==> src/rtl/tplk_pkg.sv <==
// constants and types for the twisted-pair link, squelch and polarity block
package tplk_pkg;

   // ***************************************************
   // clock and derived cycle counts
   // ***************************************************
   localparam int CLK_PERIOD_NS = 50;
   localparam int SOI_HOLD_NS = 160;
   localparam int SOI_CYC = (SOI_HOLD_NS + CLK_PERIOD_NS - 1) / CLK_PERIOD_NS;
   localparam int IDLE_FREQ_KHZ = 1000;
   localparam int IDLE_HALF_NS = 1000000 / (2 * IDLE_FREQ_KHZ);
   localparam int IDLE_HALF_CYC = IDLE_HALF_NS / CLK_PERIOD_NS;
   localparam int LP_WIDTH_NS = 100;
   localparam int LP_WIDTH_CYC = LP_WIDTH_NS / CLK_PERIOD_NS;
   localparam int QUAL_WIN_NS = 300;
   localparam int QUAL_WIN_CYC = QUAL_WIN_NS / CLK_PERIOD_NS;
   localparam int TICK_NS = 1000000;
   localparam int TICK_CYC = TICK_NS / CLK_PERIOD_NS;

   // ***************************************************
   // link timers in milliseconds
   // ***************************************************
   localparam logic [7:0] LP_PERIOD_MS = 8'h10;
   localparam logic [7:0] LINK_LOSS_MS = 8'h64;
   localparam logic [7:0] LT_MIN_MS = 8'h04;
   localparam logic [7:0] LT_MAX_MS = 8'h64;
   localparam logic [7:0] MS_SAT = 8'hff;

   // ***************************************************
   // counts
   // ***************************************************
   localparam logic [2:0] LP_GOOD_COUNT = 3'h5;
   localparam logic [2:0] POL_FRAMES = 3'h4;

   typedef enum logic [1:0] {
      LINK_PASS = 2'b00,
      LINK_FAIL = 2'b01,
      LINK_WAIT = 2'b11
   } tplk_link_t;

   typedef enum logic {
      SQ_ON = 1'b0,
      SQ_OFF = 1'b1
   } tplk_sq_t;

endpackage : tplk_pkg

==> src/rtl/tplk_top.sv <==
// twisted-pair receive squelch, optical idle, link integrity and polarity logic
`timescale 1ns/10ps
// Function
// [RULE1] led sinks current when input negative
// [RULE2] forward data only after squelch qualifies
// [RULE3] start of idle switches led to 1MHz
// [RULE4] drop at most five bits at start
// [RULE5] below 300mV never unsquelches
// [RULE6] unsquelched uses 225mV detection threshold
// [RULE7] positive hold 160ns ends packet, resquelch
// [RULE8] link pulses every 16ms when idle
// [RULE9] silence first after packet transmission ends
// [RULE10] link pulse single positive-going pulse
// [RULE11] no activity within timeout enters link fail
// [RULE12] wrong-polarity pulses ignored, do not restart timeout
// [RULE13] exit fail on packet/five pulses, when idle
// [RULE14] consecutive pulses within maximum spacing
// [RULE15] pulse inside minimum spacing is noise, resets
// [RULE16] non-propagating variant keeps pulses and idle
// [RULE17] propagating variant stops idle, pulses follow light
// [RULE18] polarity pin high correct, low reversed
// [RULE19] grounded polarity pin disables correction
// [RULE20] frame end decides polarity
// [RULE21] change polarity after four agreeing frames
// [RULE22] five reversed pulses invert polarity, leave fail
// [RULE23] timers from one free-running millisecond tick
module tplk_top #(
   parameter int TICK_CYCLES = tplk_pkg::TICK_CYC,
   parameter bit PROPAGATE_DISCONNECT = 1'b0
) (
   input wire logic ref_clk,
   input wire logic rst_n,
   input wire logic tp_rx_pos,
   input wire logic tp_rx_neg,
   input wire logic tp_rx_pos_low_thr,
   input wire logic tp_rx_neg_low_thr,
   input wire logic op_rx_data,
   input wire logic op_rx_active,
   input wire logic op_light_ok,
   input wire logic polarity_status_or_disable_in,
   output logic polarity_status_or_disable_out,
   output logic polarity_status_or_disable_oe,
   output logic led_current_sink,
   output logic tp_tx_pos,
   output logic tp_tx_neg,
   output logic link_fail
);

   // ***************************************************
   // state
   // ***************************************************
   logic [31:0] tick_cnt, next_tick_cnt;
   logic ms_tick;
   tplk_pkg::tplk_sq_t sq_state, next_sq_state;
   tplk_pkg::tplk_link_t link_state, next_link_state;
   logic [3:0] win_cnt, next_win_cnt;
   logic seen_pos, next_seen_pos;
   logic seen_neg, next_seen_neg;
   logic [2:0] hold_pos, next_hold_pos;
   logic [2:0] hold_neg, next_hold_neg;
   logic [7:0] act_ms, next_act_ms;
   logic [7:0] gap_ms, next_gap_ms;
   logic [2:0] good_cnt, next_good_cnt;
   logic [2:0] rev_cnt, next_rev_cnt;
   logic [2:0] frm_cnt, next_frm_cnt;
   logic pol_inv, next_pol_inv;
   logic frame_seen, next_frame_seen;
   logic strap_done, next_strap_done;
   logic pol_disable, next_pol_disable;
   logic [3:0] idle_cnt, next_idle_cnt;
   logic idle_lvl, next_idle_lvl;
   logic [7:0] lp_ms, next_lp_ms;
   logic [1:0] lp_w, next_lp_w;
   logic next_led, next_txp, next_txn;

   // corrected comparator views
   logic pos_c, neg_c, pos_lo_c, neg_lo_c;
   logic good_lp, rev_lp, pkt_start, frame_end, ended_neg, tx_busy;

   function automatic logic [7:0] ms_inc(input logic [7:0] v, input logic tk);
      ms_inc = (tk && v != tplk_pkg::MS_SAT) ? v + 8'h01 : v;
   endfunction : ms_inc

   assign pos_c = pol_inv ? tp_rx_neg : tp_rx_pos;
   assign neg_c = pol_inv ? tp_rx_pos : tp_rx_neg;
   assign pos_lo_c = pol_inv ? tp_rx_neg_low_thr : tp_rx_pos_low_thr;
   assign neg_lo_c = pol_inv ? tp_rx_pos_low_thr : tp_rx_neg_low_thr;
   assign ms_tick = (tick_cnt == 32'(TICK_CYCLES - 1));

   // ***************************************************
   // next-state logic
   // ***************************************************
   always_comb begin
      next_tick_cnt = ms_tick ? 32'h0 : tick_cnt + 32'h1; // see [RULE23]
      next_sq_state = sq_state;
      next_win_cnt = win_cnt;
      next_seen_pos = seen_pos;
      next_seen_neg = seen_neg;
      next_hold_pos = 3'h0;
      next_hold_neg = 3'h0;
      good_lp = 1'b0;
      rev_lp = 1'b0;
      pkt_start = 1'b0;
      frame_end = 1'b0;
      ended_neg = 1'b0;
      case (sq_state)
         tplk_pkg::SQ_ON: begin
            // only full squelch-level excursions count here; see [RULE5]
            next_seen_pos = seen_pos | pos_c;
            next_seen_neg = seen_neg | neg_c;
            if (seen_pos || seen_neg || pos_c || neg_c) begin
               next_win_cnt = win_cnt + 4'h1;
            end
            if (next_seen_pos && next_seen_neg) begin
               // both swings inside a short window: a packet; see [RULE2] [RULE4]
               next_sq_state = tplk_pkg::SQ_OFF;
               pkt_start = 1'b1;
               next_win_cnt = 4'h0;
               next_seen_pos = 1'b0;
               next_seen_neg = 1'b0;
            end else if (next_win_cnt == 4'(tplk_pkg::QUAL_WIN_CYC)) begin
               good_lp = seen_pos;
               rev_lp = seen_neg;
               next_win_cnt = 4'h0;
               next_seen_pos = 1'b0;
               next_seen_neg = 1'b0;
            end
         end
         tplk_pkg::SQ_OFF: begin
            // lowered threshold while the packet runs; see [RULE6]
            if (pos_lo_c && !neg_lo_c) begin
               next_hold_pos = hold_pos + 3'h1;
            end
            if (neg_lo_c && !pos_lo_c) begin
               next_hold_neg = hold_neg + 3'h1;
            end
            if (next_hold_pos == 3'(tplk_pkg::SOI_CYC)) begin
               next_sq_state = tplk_pkg::SQ_ON; // see [RULE7]
               frame_end = 1'b1;
            end else if (next_hold_neg == 3'(tplk_pkg::SOI_CYC)) begin
               next_sq_state = tplk_pkg::SQ_ON; // see [RULE20]
               frame_end = 1'b1;
               ended_neg = 1'b1;
            end
         end
         default: begin
            next_sq_state = tplk_pkg::SQ_ON;
         end
      endcase

      // strap sampled once after reset release; see [RULE19]
      next_strap_done = 1'b1;
      next_pol_disable = strap_done ? pol_disable : ~polarity_status_or_disable_in;

      // frame polarity voting; see [RULE20] [RULE21]
      next_frame_seen = frame_seen | frame_end;
      next_frm_cnt = frm_cnt;
      next_pol_inv = pol_inv;
      if (frame_end && !pol_disable) begin
         if (ended_neg) begin
            next_frm_cnt = frm_cnt + 3'h1;
            if (next_frm_cnt == tplk_pkg::POL_FRAMES) begin
               next_pol_inv = ~pol_inv;
               next_frm_cnt = 3'h0;
            end
         end else begin
            next_frm_cnt = 3'h0;
         end
      end

      // pulse spacing; see [RULE14] [RULE15]
      next_gap_ms = ms_inc(gap_ms, ms_tick);
      next_good_cnt = good_cnt;
      next_rev_cnt = rev_cnt;
      if (good_lp || rev_lp) begin
         next_gap_ms = 8'h00;
         if (gap_ms < tplk_pkg::LT_MIN_MS) begin
            next_good_cnt = 3'h0;
            next_rev_cnt = 3'h0;
         end else if (gap_ms <= tplk_pkg::LT_MAX_MS) begin
            next_good_cnt = good_lp ? ((good_cnt == 3'h7) ? good_cnt : good_cnt + 3'h1) : 3'h0;
            next_rev_cnt = rev_lp ? ((rev_cnt == 3'h7) ? rev_cnt : rev_cnt + 3'h1) : 3'h0;
         end else begin
            next_good_cnt = good_lp ? 3'h1 : 3'h0;
            next_rev_cnt = rev_lp ? 3'h1 : 3'h0;
         end
      end

      // activity timeout ignores reversed pulses; see [RULE11] [RULE12]
      next_act_ms = (pkt_start || good_lp) ? 8'h00 : ms_inc(act_ms, ms_tick);
      next_link_state = link_state;
      case (link_state)
         tplk_pkg::LINK_PASS: begin
            if (act_ms >= tplk_pkg::LINK_LOSS_MS) begin
               next_link_state = tplk_pkg::LINK_FAIL; // see [RULE11]
            end
         end
         tplk_pkg::LINK_FAIL: begin
            if (pkt_start || next_good_cnt >= tplk_pkg::LP_GOOD_COUNT) begin
               next_link_state = tplk_pkg::LINK_WAIT; // see [RULE13]
            end else if (!frame_seen && !pol_disable &&
                         next_rev_cnt >= tplk_pkg::LP_GOOD_COUNT) begin
               next_pol_inv = ~pol_inv; // see [RULE22]
               next_rev_cnt = 3'h0;
               next_link_state = tplk_pkg::LINK_WAIT;
            end
         end
         tplk_pkg::LINK_WAIT: begin
            next_act_ms = 8'h00;
            if (!op_rx_active && sq_state == tplk_pkg::SQ_ON) begin
               next_link_state = tplk_pkg::LINK_PASS; // see [RULE13]
            end
         end
         default: begin
            next_link_state = tplk_pkg::LINK_FAIL;
         end
      endcase

      // optical side: data when qualified on a passing link, dark on a failed link when propagating, else 1MHz idle; see [RULE1] [RULE3]
      next_idle_cnt = idle_cnt + 4'h1;
      next_idle_lvl = idle_lvl;
      if (next_idle_cnt == 4'(tplk_pkg::IDLE_HALF_CYC)) begin
         next_idle_cnt = 4'h0;
         next_idle_lvl = ~idle_lvl;
      end
      if (sq_state == tplk_pkg::SQ_OFF && link_state == tplk_pkg::LINK_PASS) begin
         next_led = neg_lo_c; // see [RULE1] [RULE2]
      end else if (PROPAGATE_DISCONNECT && link_state != tplk_pkg::LINK_PASS) begin
         next_led = 1'b0; // see [RULE17]
      end else begin
         next_led = idle_lvl; // see [RULE3] [RULE16]
      end

      // twisted-pair transmit: data, or link pulses after silence
      tx_busy = op_rx_active && link_state == tplk_pkg::LINK_PASS;
      next_lp_ms = tx_busy ? 8'h00 : ms_inc(lp_ms, ms_tick); // see [RULE9]
      next_lp_w = (lp_w != 2'h0) ? lp_w - 2'h1 : 2'h0;
      if (!tx_busy && lp_ms >= tplk_pkg::LP_PERIOD_MS) begin
         next_lp_ms = 8'h00; // see [RULE8]
         if (!PROPAGATE_DISCONNECT || op_light_ok) begin
            next_lp_w = 2'(tplk_pkg::LP_WIDTH_CYC); // see [RULE16] [RULE17]
         end
      end
      if (tx_busy) begin
         next_txp = op_rx_data;
         next_txn = ~op_rx_data;
      end else begin
         next_txp = (lp_w != 2'h0); // see [RULE10]
         next_txn = 1'b0;
      end
   end

   // ***************************************************
   // registers
   // ***************************************************
   always_ff @(posedge ref_clk or negedge rst_n) begin
      if (!rst_n) begin
         tick_cnt <= 32'h0;
         sq_state <= tplk_pkg::SQ_ON;
         link_state <= tplk_pkg::LINK_FAIL;
         win_cnt <= 4'h0;
         seen_pos <= 1'b0;
         seen_neg <= 1'b0;
         hold_pos <= 3'h0;
         hold_neg <= 3'h0;
         act_ms <= 8'h00;
         gap_ms <= tplk_pkg::MS_SAT;
         good_cnt <= 3'h0;
         rev_cnt <= 3'h0;
         frm_cnt <= 3'h0;
         pol_inv <= 1'b0;
         frame_seen <= 1'b0;
         strap_done <= 1'b0;
         pol_disable <= 1'b0;
         idle_cnt <= 4'h0;
         idle_lvl <= 1'b0;
         lp_ms <= 8'h00;
         lp_w <= 2'h0;
         led_current_sink <= 1'b0;
         tp_tx_pos <= 1'b0;
         tp_tx_neg <= 1'b0;
         link_fail <= 1'b1;
         polarity_status_or_disable_out <= 1'b1;
         polarity_status_or_disable_oe <= 1'b0;
      end else begin
         tick_cnt <= next_tick_cnt;
         sq_state <= next_sq_state;
         link_state <= next_link_state;
         win_cnt <= next_win_cnt;
         seen_pos <= next_seen_pos;
         seen_neg <= next_seen_neg;
         hold_pos <= next_hold_pos;
         hold_neg <= next_hold_neg;
         act_ms <= next_act_ms;
         gap_ms <= next_gap_ms;
         good_cnt <= next_good_cnt;
         rev_cnt <= next_rev_cnt;
         frm_cnt <= next_frm_cnt;
         pol_inv <= next_pol_inv;
         frame_seen <= next_frame_seen;
         strap_done <= next_strap_done;
         pol_disable <= next_pol_disable;
         idle_cnt <= next_idle_cnt;
         idle_lvl <= next_idle_lvl;
         lp_ms <= next_lp_ms;
         lp_w <= next_lp_w;
         led_current_sink <= next_led;
         tp_tx_pos <= next_txp;
         tp_tx_neg <= next_txn;
         link_fail <= (next_link_state != tplk_pkg::LINK_PASS);
         polarity_status_or_disable_out <= ~next_pol_inv; // see [RULE18]
         polarity_status_or_disable_oe <= strap_done && !next_pol_disable; // see [RULE19]
      end
   end
endmodule : tplk_top
==> config.mk <==
export PLATFORM = sky130hd
export DESIGN_NAME = tplk_top
export DESIGN_NICKNAME = d
export VERILOG_FILES = /design/src/rtl/tplk_pkg.sv /design/src/rtl/tplk_top.sv
export SDC_FILE = /design/constraint.sdc
export NUM_CORES = 1
export LEC_CHECK = 0
export BUFFER_PORTS_ARGS = -buffer_cell sky130_fd_sc_hd__buf_2
export CAP_MARGIN = 20
export CELL_PAD_IN_SITES_DETAIL_PLACEMENT = 1
export CELL_PAD_IN_SITES_GLOBAL_PLACEMENT = 2
export CORE_MARGIN = 2
export CORE_UTILIZATION = 35
export CTS_CLUSTER_DIAMETER = 80
export CTS_CLUSTER_SIZE = 10
export DETAILED_ROUTE_END_ITERATION = 16
export PLACE_DENSITY = 0.7
export SYNTH_ARGS = -nofsm -noshare
export SYNTH_HDL_FRONTEND = slang
export SYNTH_SLANG_ARGS = --single-unit
==> constraint.sdc <==
create_clock -name ref_clk -period 3 [get_ports ref_clk]
set_input_delay 0.45 -clock ref_clk [delete_from_list [all_inputs] [get_ports ref_clk]]
set_output_delay 0.45 -clock ref_clk [all_outputs]
set_load 0.01 [all_outputs]
==> results.py, run 1 <==
metrics = {
    "run_status": {
        "status": "complete, no violations",
    },
    "pwr": {
        "p_leak_nw": 2.54,
        "total_power_mw": 2.94,
        "cellPowerDensity_nw_per_um2": 524,
        "max-vdd-ir-drop_uv": 237,
    },
    "route": {
        "post-route-drc-count": 0,
        "route.met3.wl_um": 184,
        "wl_met2_um": 5090,
        "drtIter0Drc": 139,
        "wl_per_cell_um": 15.1,
        "wl_met1_um": 5030,
        "dr.max_layer_used": "met4",
        "vias_per_cell": 5.15,
        "num_vias": 3588,
        "dr.pass1.iters": 4,
        "ant_nets": 0,
        "drt_wl_total_um": 10500,
    },
    "timing": {
        "worst_slack_ns": 0.169,
        "worst_pin_slew_ns": 0.569,
        "slew_headroom_pct": 62.0,
        "rsz0062_at_grt": "no",
        "setup_tns_ns": 0,
        "fin_crit_sh_pct": 94.4,
        "holdWs_ns": 0.0905,
        "hold_viol": 0,
        "setup_viol": 0,
        "fin_skew_ns": 0.00822,
        "period_minus_slack_ns": 2.83,
        "slew_violations": 0,
        "max_freq_ghz": 0.353,
    },
    "layout": {
        "fin_nets": 542,
        "register_area_um2": 2440,
        "num_antenna_cells": 0,
        "syn2layout_area_growth_pct": 16.5,
        "fillCellCount": 1527,
        "multi_input_area_um2": 2310,
        "drive_gt1_share_pct": 16.7,
    },
    "setup_path": {
        "start_kind": "register",
        "r2r_end": "gap_ms[7]$_DFFE_PN1P_",
        "cp.required_ns": 3.28,
        "cp_max_fo": 6,
        "cp-end-kind": "register",
        "r2r_cells": 8,
        "slowest_delay_ns": 0.57,
        "critPathBufInv": 0,
        "crit_slowest_cell": "or4_4",
        "path_cells": "or4_1, or4_4, or4_4, a31oi_4, nand4_4, nor3_2, xnor2_1, nor2_2",
        "crit_top_cell": "or4_4",
        "crit_arrival_ns": 3.11,
        "reg2reg_from": "tick_cnt[20]$_DFF_PN0_",
        "path_delay_family": "simple AND/OR/NAND/NOR gates",
        "regToRegSetupSlack_ns": 0.17,
        "crit_type": "register to register",
    },
    "die": {
        "start_util_pct": 36.0,
        "row_count": 42,
        "io_pins": 16,
        "die_y_um": 121,
        "die_w_um": 121,
        "die_area_um2": 14700,
        "core_area_um2": 13300,
    },
    "yosys": {
        "avgSynthCellArea_um2": 10.1,
        "ys_types": 57,
        "yosysWarnings": 0,
        "netlist_area_um2": 4810,
        "syn_inst": 475,
        "ys_async_sr_fraction_pct": 100,
        "ys.flop_type": "dfrtp_1",
        "ys_ff_latch": 97,
        "synth.yosys.seq_area_share_pct": 50.8,
        "synth_edf_count": 0,
    },
    "hold_path": {
        "hold_class": "primary input to asynchronous set/reset pin",
    },
    "placed_design": {
        "routabilityCongestion": 0.751,
        "place_ws_ns": 0.0930,
        "hpwl_um": 7650,
        "port_buffers": 14,
    },
    "clock_tree": {
        "cts_buffer_depth": 2,
        "path_clk_slew_ns": 0.07,
        "cts_hold_buffers": 0,
        "cts_made_buffers": 9,
        "cts.root.buffer_cell": "clkbuf_16",
        "clock_sinks": 97,
        "tritoncts": "built",
        "clkLatencyLatePin_ns": 0.35,
        "h-tree-depth": 3,
    },
    "global_routing": {
        "first_global_vias": 3861,
        "grt_pass1_wl_um": 18500,
        "gr-total-overflow": 0,
        "grt_antenna_before_repair": 0,
        "grt.total_usage_pct": 16.0,
        "grt_max_degree": 44,
    },
    "job": {
        "maxCapViolations": 0,
    },
}
[flip-flops by register name, indices dropped and copies added, names as in the netlist, 2 cells and up, named ones only]
register / count
gap_ms: 8
good_cnt: 3
rev_cnt: 3
act_ms: 8
link_state: 2
idle_cnt: 4
lp_ms: 8
lp_w: 2
win_cnt: 4
hold_pos: 3
frm_cnt: 3
hold_neg: 3
tick_cnt: 32
[area by class of cell]
cell class	instances	share of cell area (%)
inverter	16	1.07
timing repair buffer	34	3.98
clock inverter	5	1.83
clock buffer	11	4.33
tap	176	3.93
sequential	97	43.6
multi-input combinational	358	41.3
[power by group]
part | total (mW) | switching (mW) | internal (mW)
combinational | 0.237 | 0.140 | 0.0969
clock | 1.33 | 0.494 | 0.837
sequential | 1.37 | 0.0298 | 1.34
[cells in the mapped netlist (4+ instances only)]
library cell  instances  area (um^2)
a32o_1                5         50.1
o31ai_1               4         30.0
xor2_1               23          201
dfrtp_1              86         2150
nand4_1              11         68.8
nand3_1              21          105
o21ai_0              12         60.1
nor4_1               11         68.8
clkbuf_1              6         22.5
inv_1                16         60.1
nand2b_1              6         37.5
nor3_1                8         40.0
and3_1               10         62.6
nand2_1              45          169
a21oi_1              17         85.1
dfstp_2              11          289
xnor2_1              32          280
nor2_1               69          259
and2_1                4         25.0
or2_2                 4         25.0
ha_1                 16          200
[worst reg2reg max path, stage by stage (launching register included)]
cell,delay [ns]
dfrtp_1,0.41
or4_1,0.54
or4_4,0.44
or4_4,0.57
a31oi_4,0.29
nand4_4,0.16
nor3_2,0.15
xnor2_1,0.16
nor2_2,0.04
[logic make-up after synthesis]
logic type                 share of synthesized area (%)
AOI/OAI and AO/OA                                   8.85
xor gates and xnor gates                            10.0
adders and majority gates                           4.16
buffers and inverters                               1.72
DFF                                                 50.8
muxes                                               1.33
other                                              0.156
and+or+nand+nor                                     23.0
[how the worst max path moves through the flow]
| stage | start | endpoint | slack, ns | depth (start not counted) |
|---|---|---|---|---|
| 2_1_floorplan | win_cnt[0]$_DFFE_PN0N_ | pol_inv$_DFF_PN0_ | 0.27 | 9 |
| 3_3_place_gp | win_cnt[0]$_DFFE_PN0N_ | pol_inv$_DFF_PN0_ | 0.1 | 10 |
| 3_5_place_dp | win_cnt[0]$_DFFE_PN0N_ | pol_inv$_DFF_PN0_ | 0.09 | 10 |
| 4_1_cts | win_cnt[0]$_DFFE_PN0N_ | pol_inv$_DFF_PN0_ | 0.06 | 10 |
| 5_1_grt | win_cnt[0]$_DFFE_PN0N_ | polarity_status_or_disable_out$_DFF_PN1_ | 0.003 | 10 |
| 6_report | tick_cnt[20]$_DFF_PN0_ | gap_ms[7]$_DFFE_PN1P_ | 0.17 | 8 |
[through the flow]
stage | utilization [%] | area [um^2] | std cells
2_1_floorplan | - | 4820 | 477
3_3_place_gp | 39.2 | 5240 | 681
3_5_place_dp | 39.2 | 5240 | 681
4_1_cts | 41.8 | 5580 | 697
5_1_grt | 42.0 | 5600 | 697
6_report | 42.0 | 5600 | 697
[layer usage]
layer / GRT usage [%] / vias to the layer above
met2: 25.8 / 21
met4: 6.47 / 0
met5: 0 / -
met1: 21.2 / 1825
met3: 2.96 / 13
li1: - / 1729
[repair_timing]
action                     CTS  global route
setup endpoints to repair    0             5
setup buffers                0             0
resized for setup            0             5
[cells in the final DEF, fill, tap and decap left out, drive strengths merged, types with 2 or more instances in the layout]
cell type   n
nand2      45
and3       11
nor2b       2
a32o        5
dfstp      11
a22o        2
nand2b      6
and2        5
a21oi      17
bufinv      3
nand4      12
o21ai      13
ha         16
nor4       12
mux2        3
buf        34
o31ai       4
nand3      21
nor3b       3
nor3       10
nor4b       3
xor2       23
xnor2      32
or2         4
clkbuf     11
conb        4
dfrtp      86
or4         4
mux2i       3
a31oi       4
nor2       71
o22ai       3
o2111a      2
a211oi      3
inv        16
a22oi       2
No activity file was read; power rests on OpenSTA's default activity.
==> inputs of run 2 (changes only) <==
- clock period: 3 -> 3.35 ns (I/O delays scaled with it)
==> results.py, run 2 (synthesized netlist as in run 1, its figures left out) <==
metrics = {
    "die": {
        "die_w_um": 121,
        "row_count": 42,
        "die_y_um": 121,
        "core_area_um2": 13300,
        "die_area_um2": 14700,
        "start_util_pct": 36.0,
        "io_pins": 16,
    },
    "setup_path": {
        "slowest_delay_ns": 0.69,
        "cp_max_fo": 6,
        "crit_slowest_cell": "or4b_2",
        "cp-end-kind": "register",
        "crit_type": "register to register",
        "crit_arrival_ns": 3.29,
        "path_cells": "ha_1, or4b_2, nand4_1, nand4_1, a32o_1, o31ai_1, and3_1, a21oi_2, xnor2_1",
        "reg2reg_from": "win_cnt[0]$_DFFE_PN0N_",
        "crit_top_cell": "nand4_1",
        "crit_start": "win_cnt[0]$_DFFE_PN0N_",
        "cp.required_ns": 3.58,
        "start_kind": "register",
    },
    "timing": {
        "setup_viol": 0,
        "hold_viol": 0,
        "slew_violations": 0,
        "max_freq_ghz": 0.327,
        "worst_pin_slew_ns": 0.877,
        "holdWs_ns": 0.248,
        "setup_tns_ns": 0,
        "slew_headroom_pct": 41.5,
        "fin_crit_sh_pct": 91.4,
        "rsz0062_at_grt": "no",
        "period_minus_slack_ns": 3.06,
        "fin_skew_ns": 0.00783,
    },
    "layout": {
        "num_antenna_cells": 0,
        "drive_gt1_share_pct": 14.1,
        "largest_reg_flops": 32,
        "final_cell_mix": "86 x dfrtp_1, 69 x nor2_1, 45 x nand2_1",
        "syn2layout_area_growth_pct": 14.0,
        "final_common_cell": "dfrtp_1",
        "fillCellCount": 1539,
        "regMostFlops": "tick_cnt",
        "fin_nets": 530,
    },
    "route": {
        "num_vias": 3512,
        "dr.pass1.iters": 4,
        "post-route-drc-count": 0,
        "drtIter0Drc": 120,
        "wl_per_cell_um": 14.6,
        "drt_wl_total_um": 10000,
        "ant_nets": 0,
        "vias_per_cell": 5.13,
    },
    "placed_design": {
        "port_buffers": 14,
        "routabilityCongestion": 0.749,
        "hpwl_um": 7330,
    },
    "global_routing": {
        "first_global_vias": 3756,
        "grt_pass1_wl_um": 17900,
        "grt_antenna_before_repair": 0,
        "gr-total-overflow": 0,
        "grt_max_degree": 68,
        "grt.total_usage_pct": 15.3,
    },
    "hold_path": {
        "hold_class": "primary input to asynchronous set/reset pin",
    },
    "clock_tree": {
        "clock_sinks": 97,
        "cts_buffer_depth": 2,
        "tritoncts": "built",
        "cts_setup_buffers": 0,
        "path_clk_slew_ns": 0.07,
        "h-tree-depth": 3,
        "cts.root.buffer_cell": "clkbuf_16",
        "cts_hold_buffers": 0,
        "cts_made_buffers": 9,
        "clkLatencyLatePin_ns": 0.35,
    },
    "pwr": {
        "total_power_mw": 2.54,
        "cellPowerDensity_nw_per_um2": 463,
        "max-vdd-ir-drop_uv": 211,
        "p_leak_nw": 2.48,
    },
    "job": {
        "maxCapViolations": 0,
    },
    "run_status": {
        "status": "complete, no violations",
    },
}
## run 2: area by class of cell
class | count | area [um^2] | area share (%)
Timing Repair Buffer | 22 | 133 | 2.42
Sequential cell | 97 | 2440 | 44.5
Tap cell | 176 | 220 | 4.02
Inverter | 16 | 60.1 | 1.10
Clock buffer | 11 | 253 | 4.61
Clock inverter | 5 | 77.6 | 1.42
Multi-Input combinational cell | 358 | 2300 | 41.9
## run 2: worst max-delay path, delay by kind of cell, from the launching register on
family          cells  cell delay, ns
flops               1            0.44
fa+ha+maj           1            0.26
xor+xnor            1            0.15
compound gates      3            0.73
simple gates        4            1.37
## run 2: final timing paths
path / endpoint / slack [ns] / cells past startpoint
worst max-delay path: pol_inv$_DFF_PN0_ / 0.29 / 9
worst min-delay path: seen_pos$_DFFE_PN0N_ / 0.25 / 1
worst max register to register: pol_inv$_DFF_PN0_ / 0.29 / 9
worst min register to register: hold_pos[0]$_DFF_PN0_ / 0.45 / 1
max in group asynchronous: gap_ms[0]$_DFFE_PN1P_ / 2.27 / 2
min in group ref_clk: register / 0.33 / 2
## run 2: timing repair
| item | CTS | global route |
|---|---|---|
| hold endpoints to repair | 0 | 0 |
| setup endpoints to repair | 0 | 1 |
| resized for setup | 0 | 1 |
## run 2: routing by layer
metal | global-route usage, % | vias to the layer above | routed length [um]
li1 | - | 1711 | -
met1 | 20.4 | 1768 | 4880
met2 | 24.6 | 19 | 4790
met3 | 2.58 | 14 | 162
met4 | 6.68 | 0 | 206
met5 | 0 | - | 0
## run 2: report_power, final
group,internal [mW],leakage [nW],switching [mW]
Combinational,0.0603,1.06,0.107
Clock,0.692,0.162,0.438
Sequential,1.20,1.26,0.0377
Total,1.95,2.48,0.583
## run 2: per-stage QoR
| step | cells | worst slack (ns) | area [um^2] | utilization [%] |
|---|---|---|---|---|
| final | 685 | 0.289 | 5480 | 41.1 |
| after global routing | 685 | 0.0527 | 5480 | 41.1 |
| after CTS | 685 | 0.194 | 5480 | 41.0 |
| after detailed placement | 669 | 0.260 | 5150 | 38.6 |
| after global placement | 669 | 0.310 | 5150 | 38.6 |
| after floorplan | 477 | 0.622 | 4820 | - |
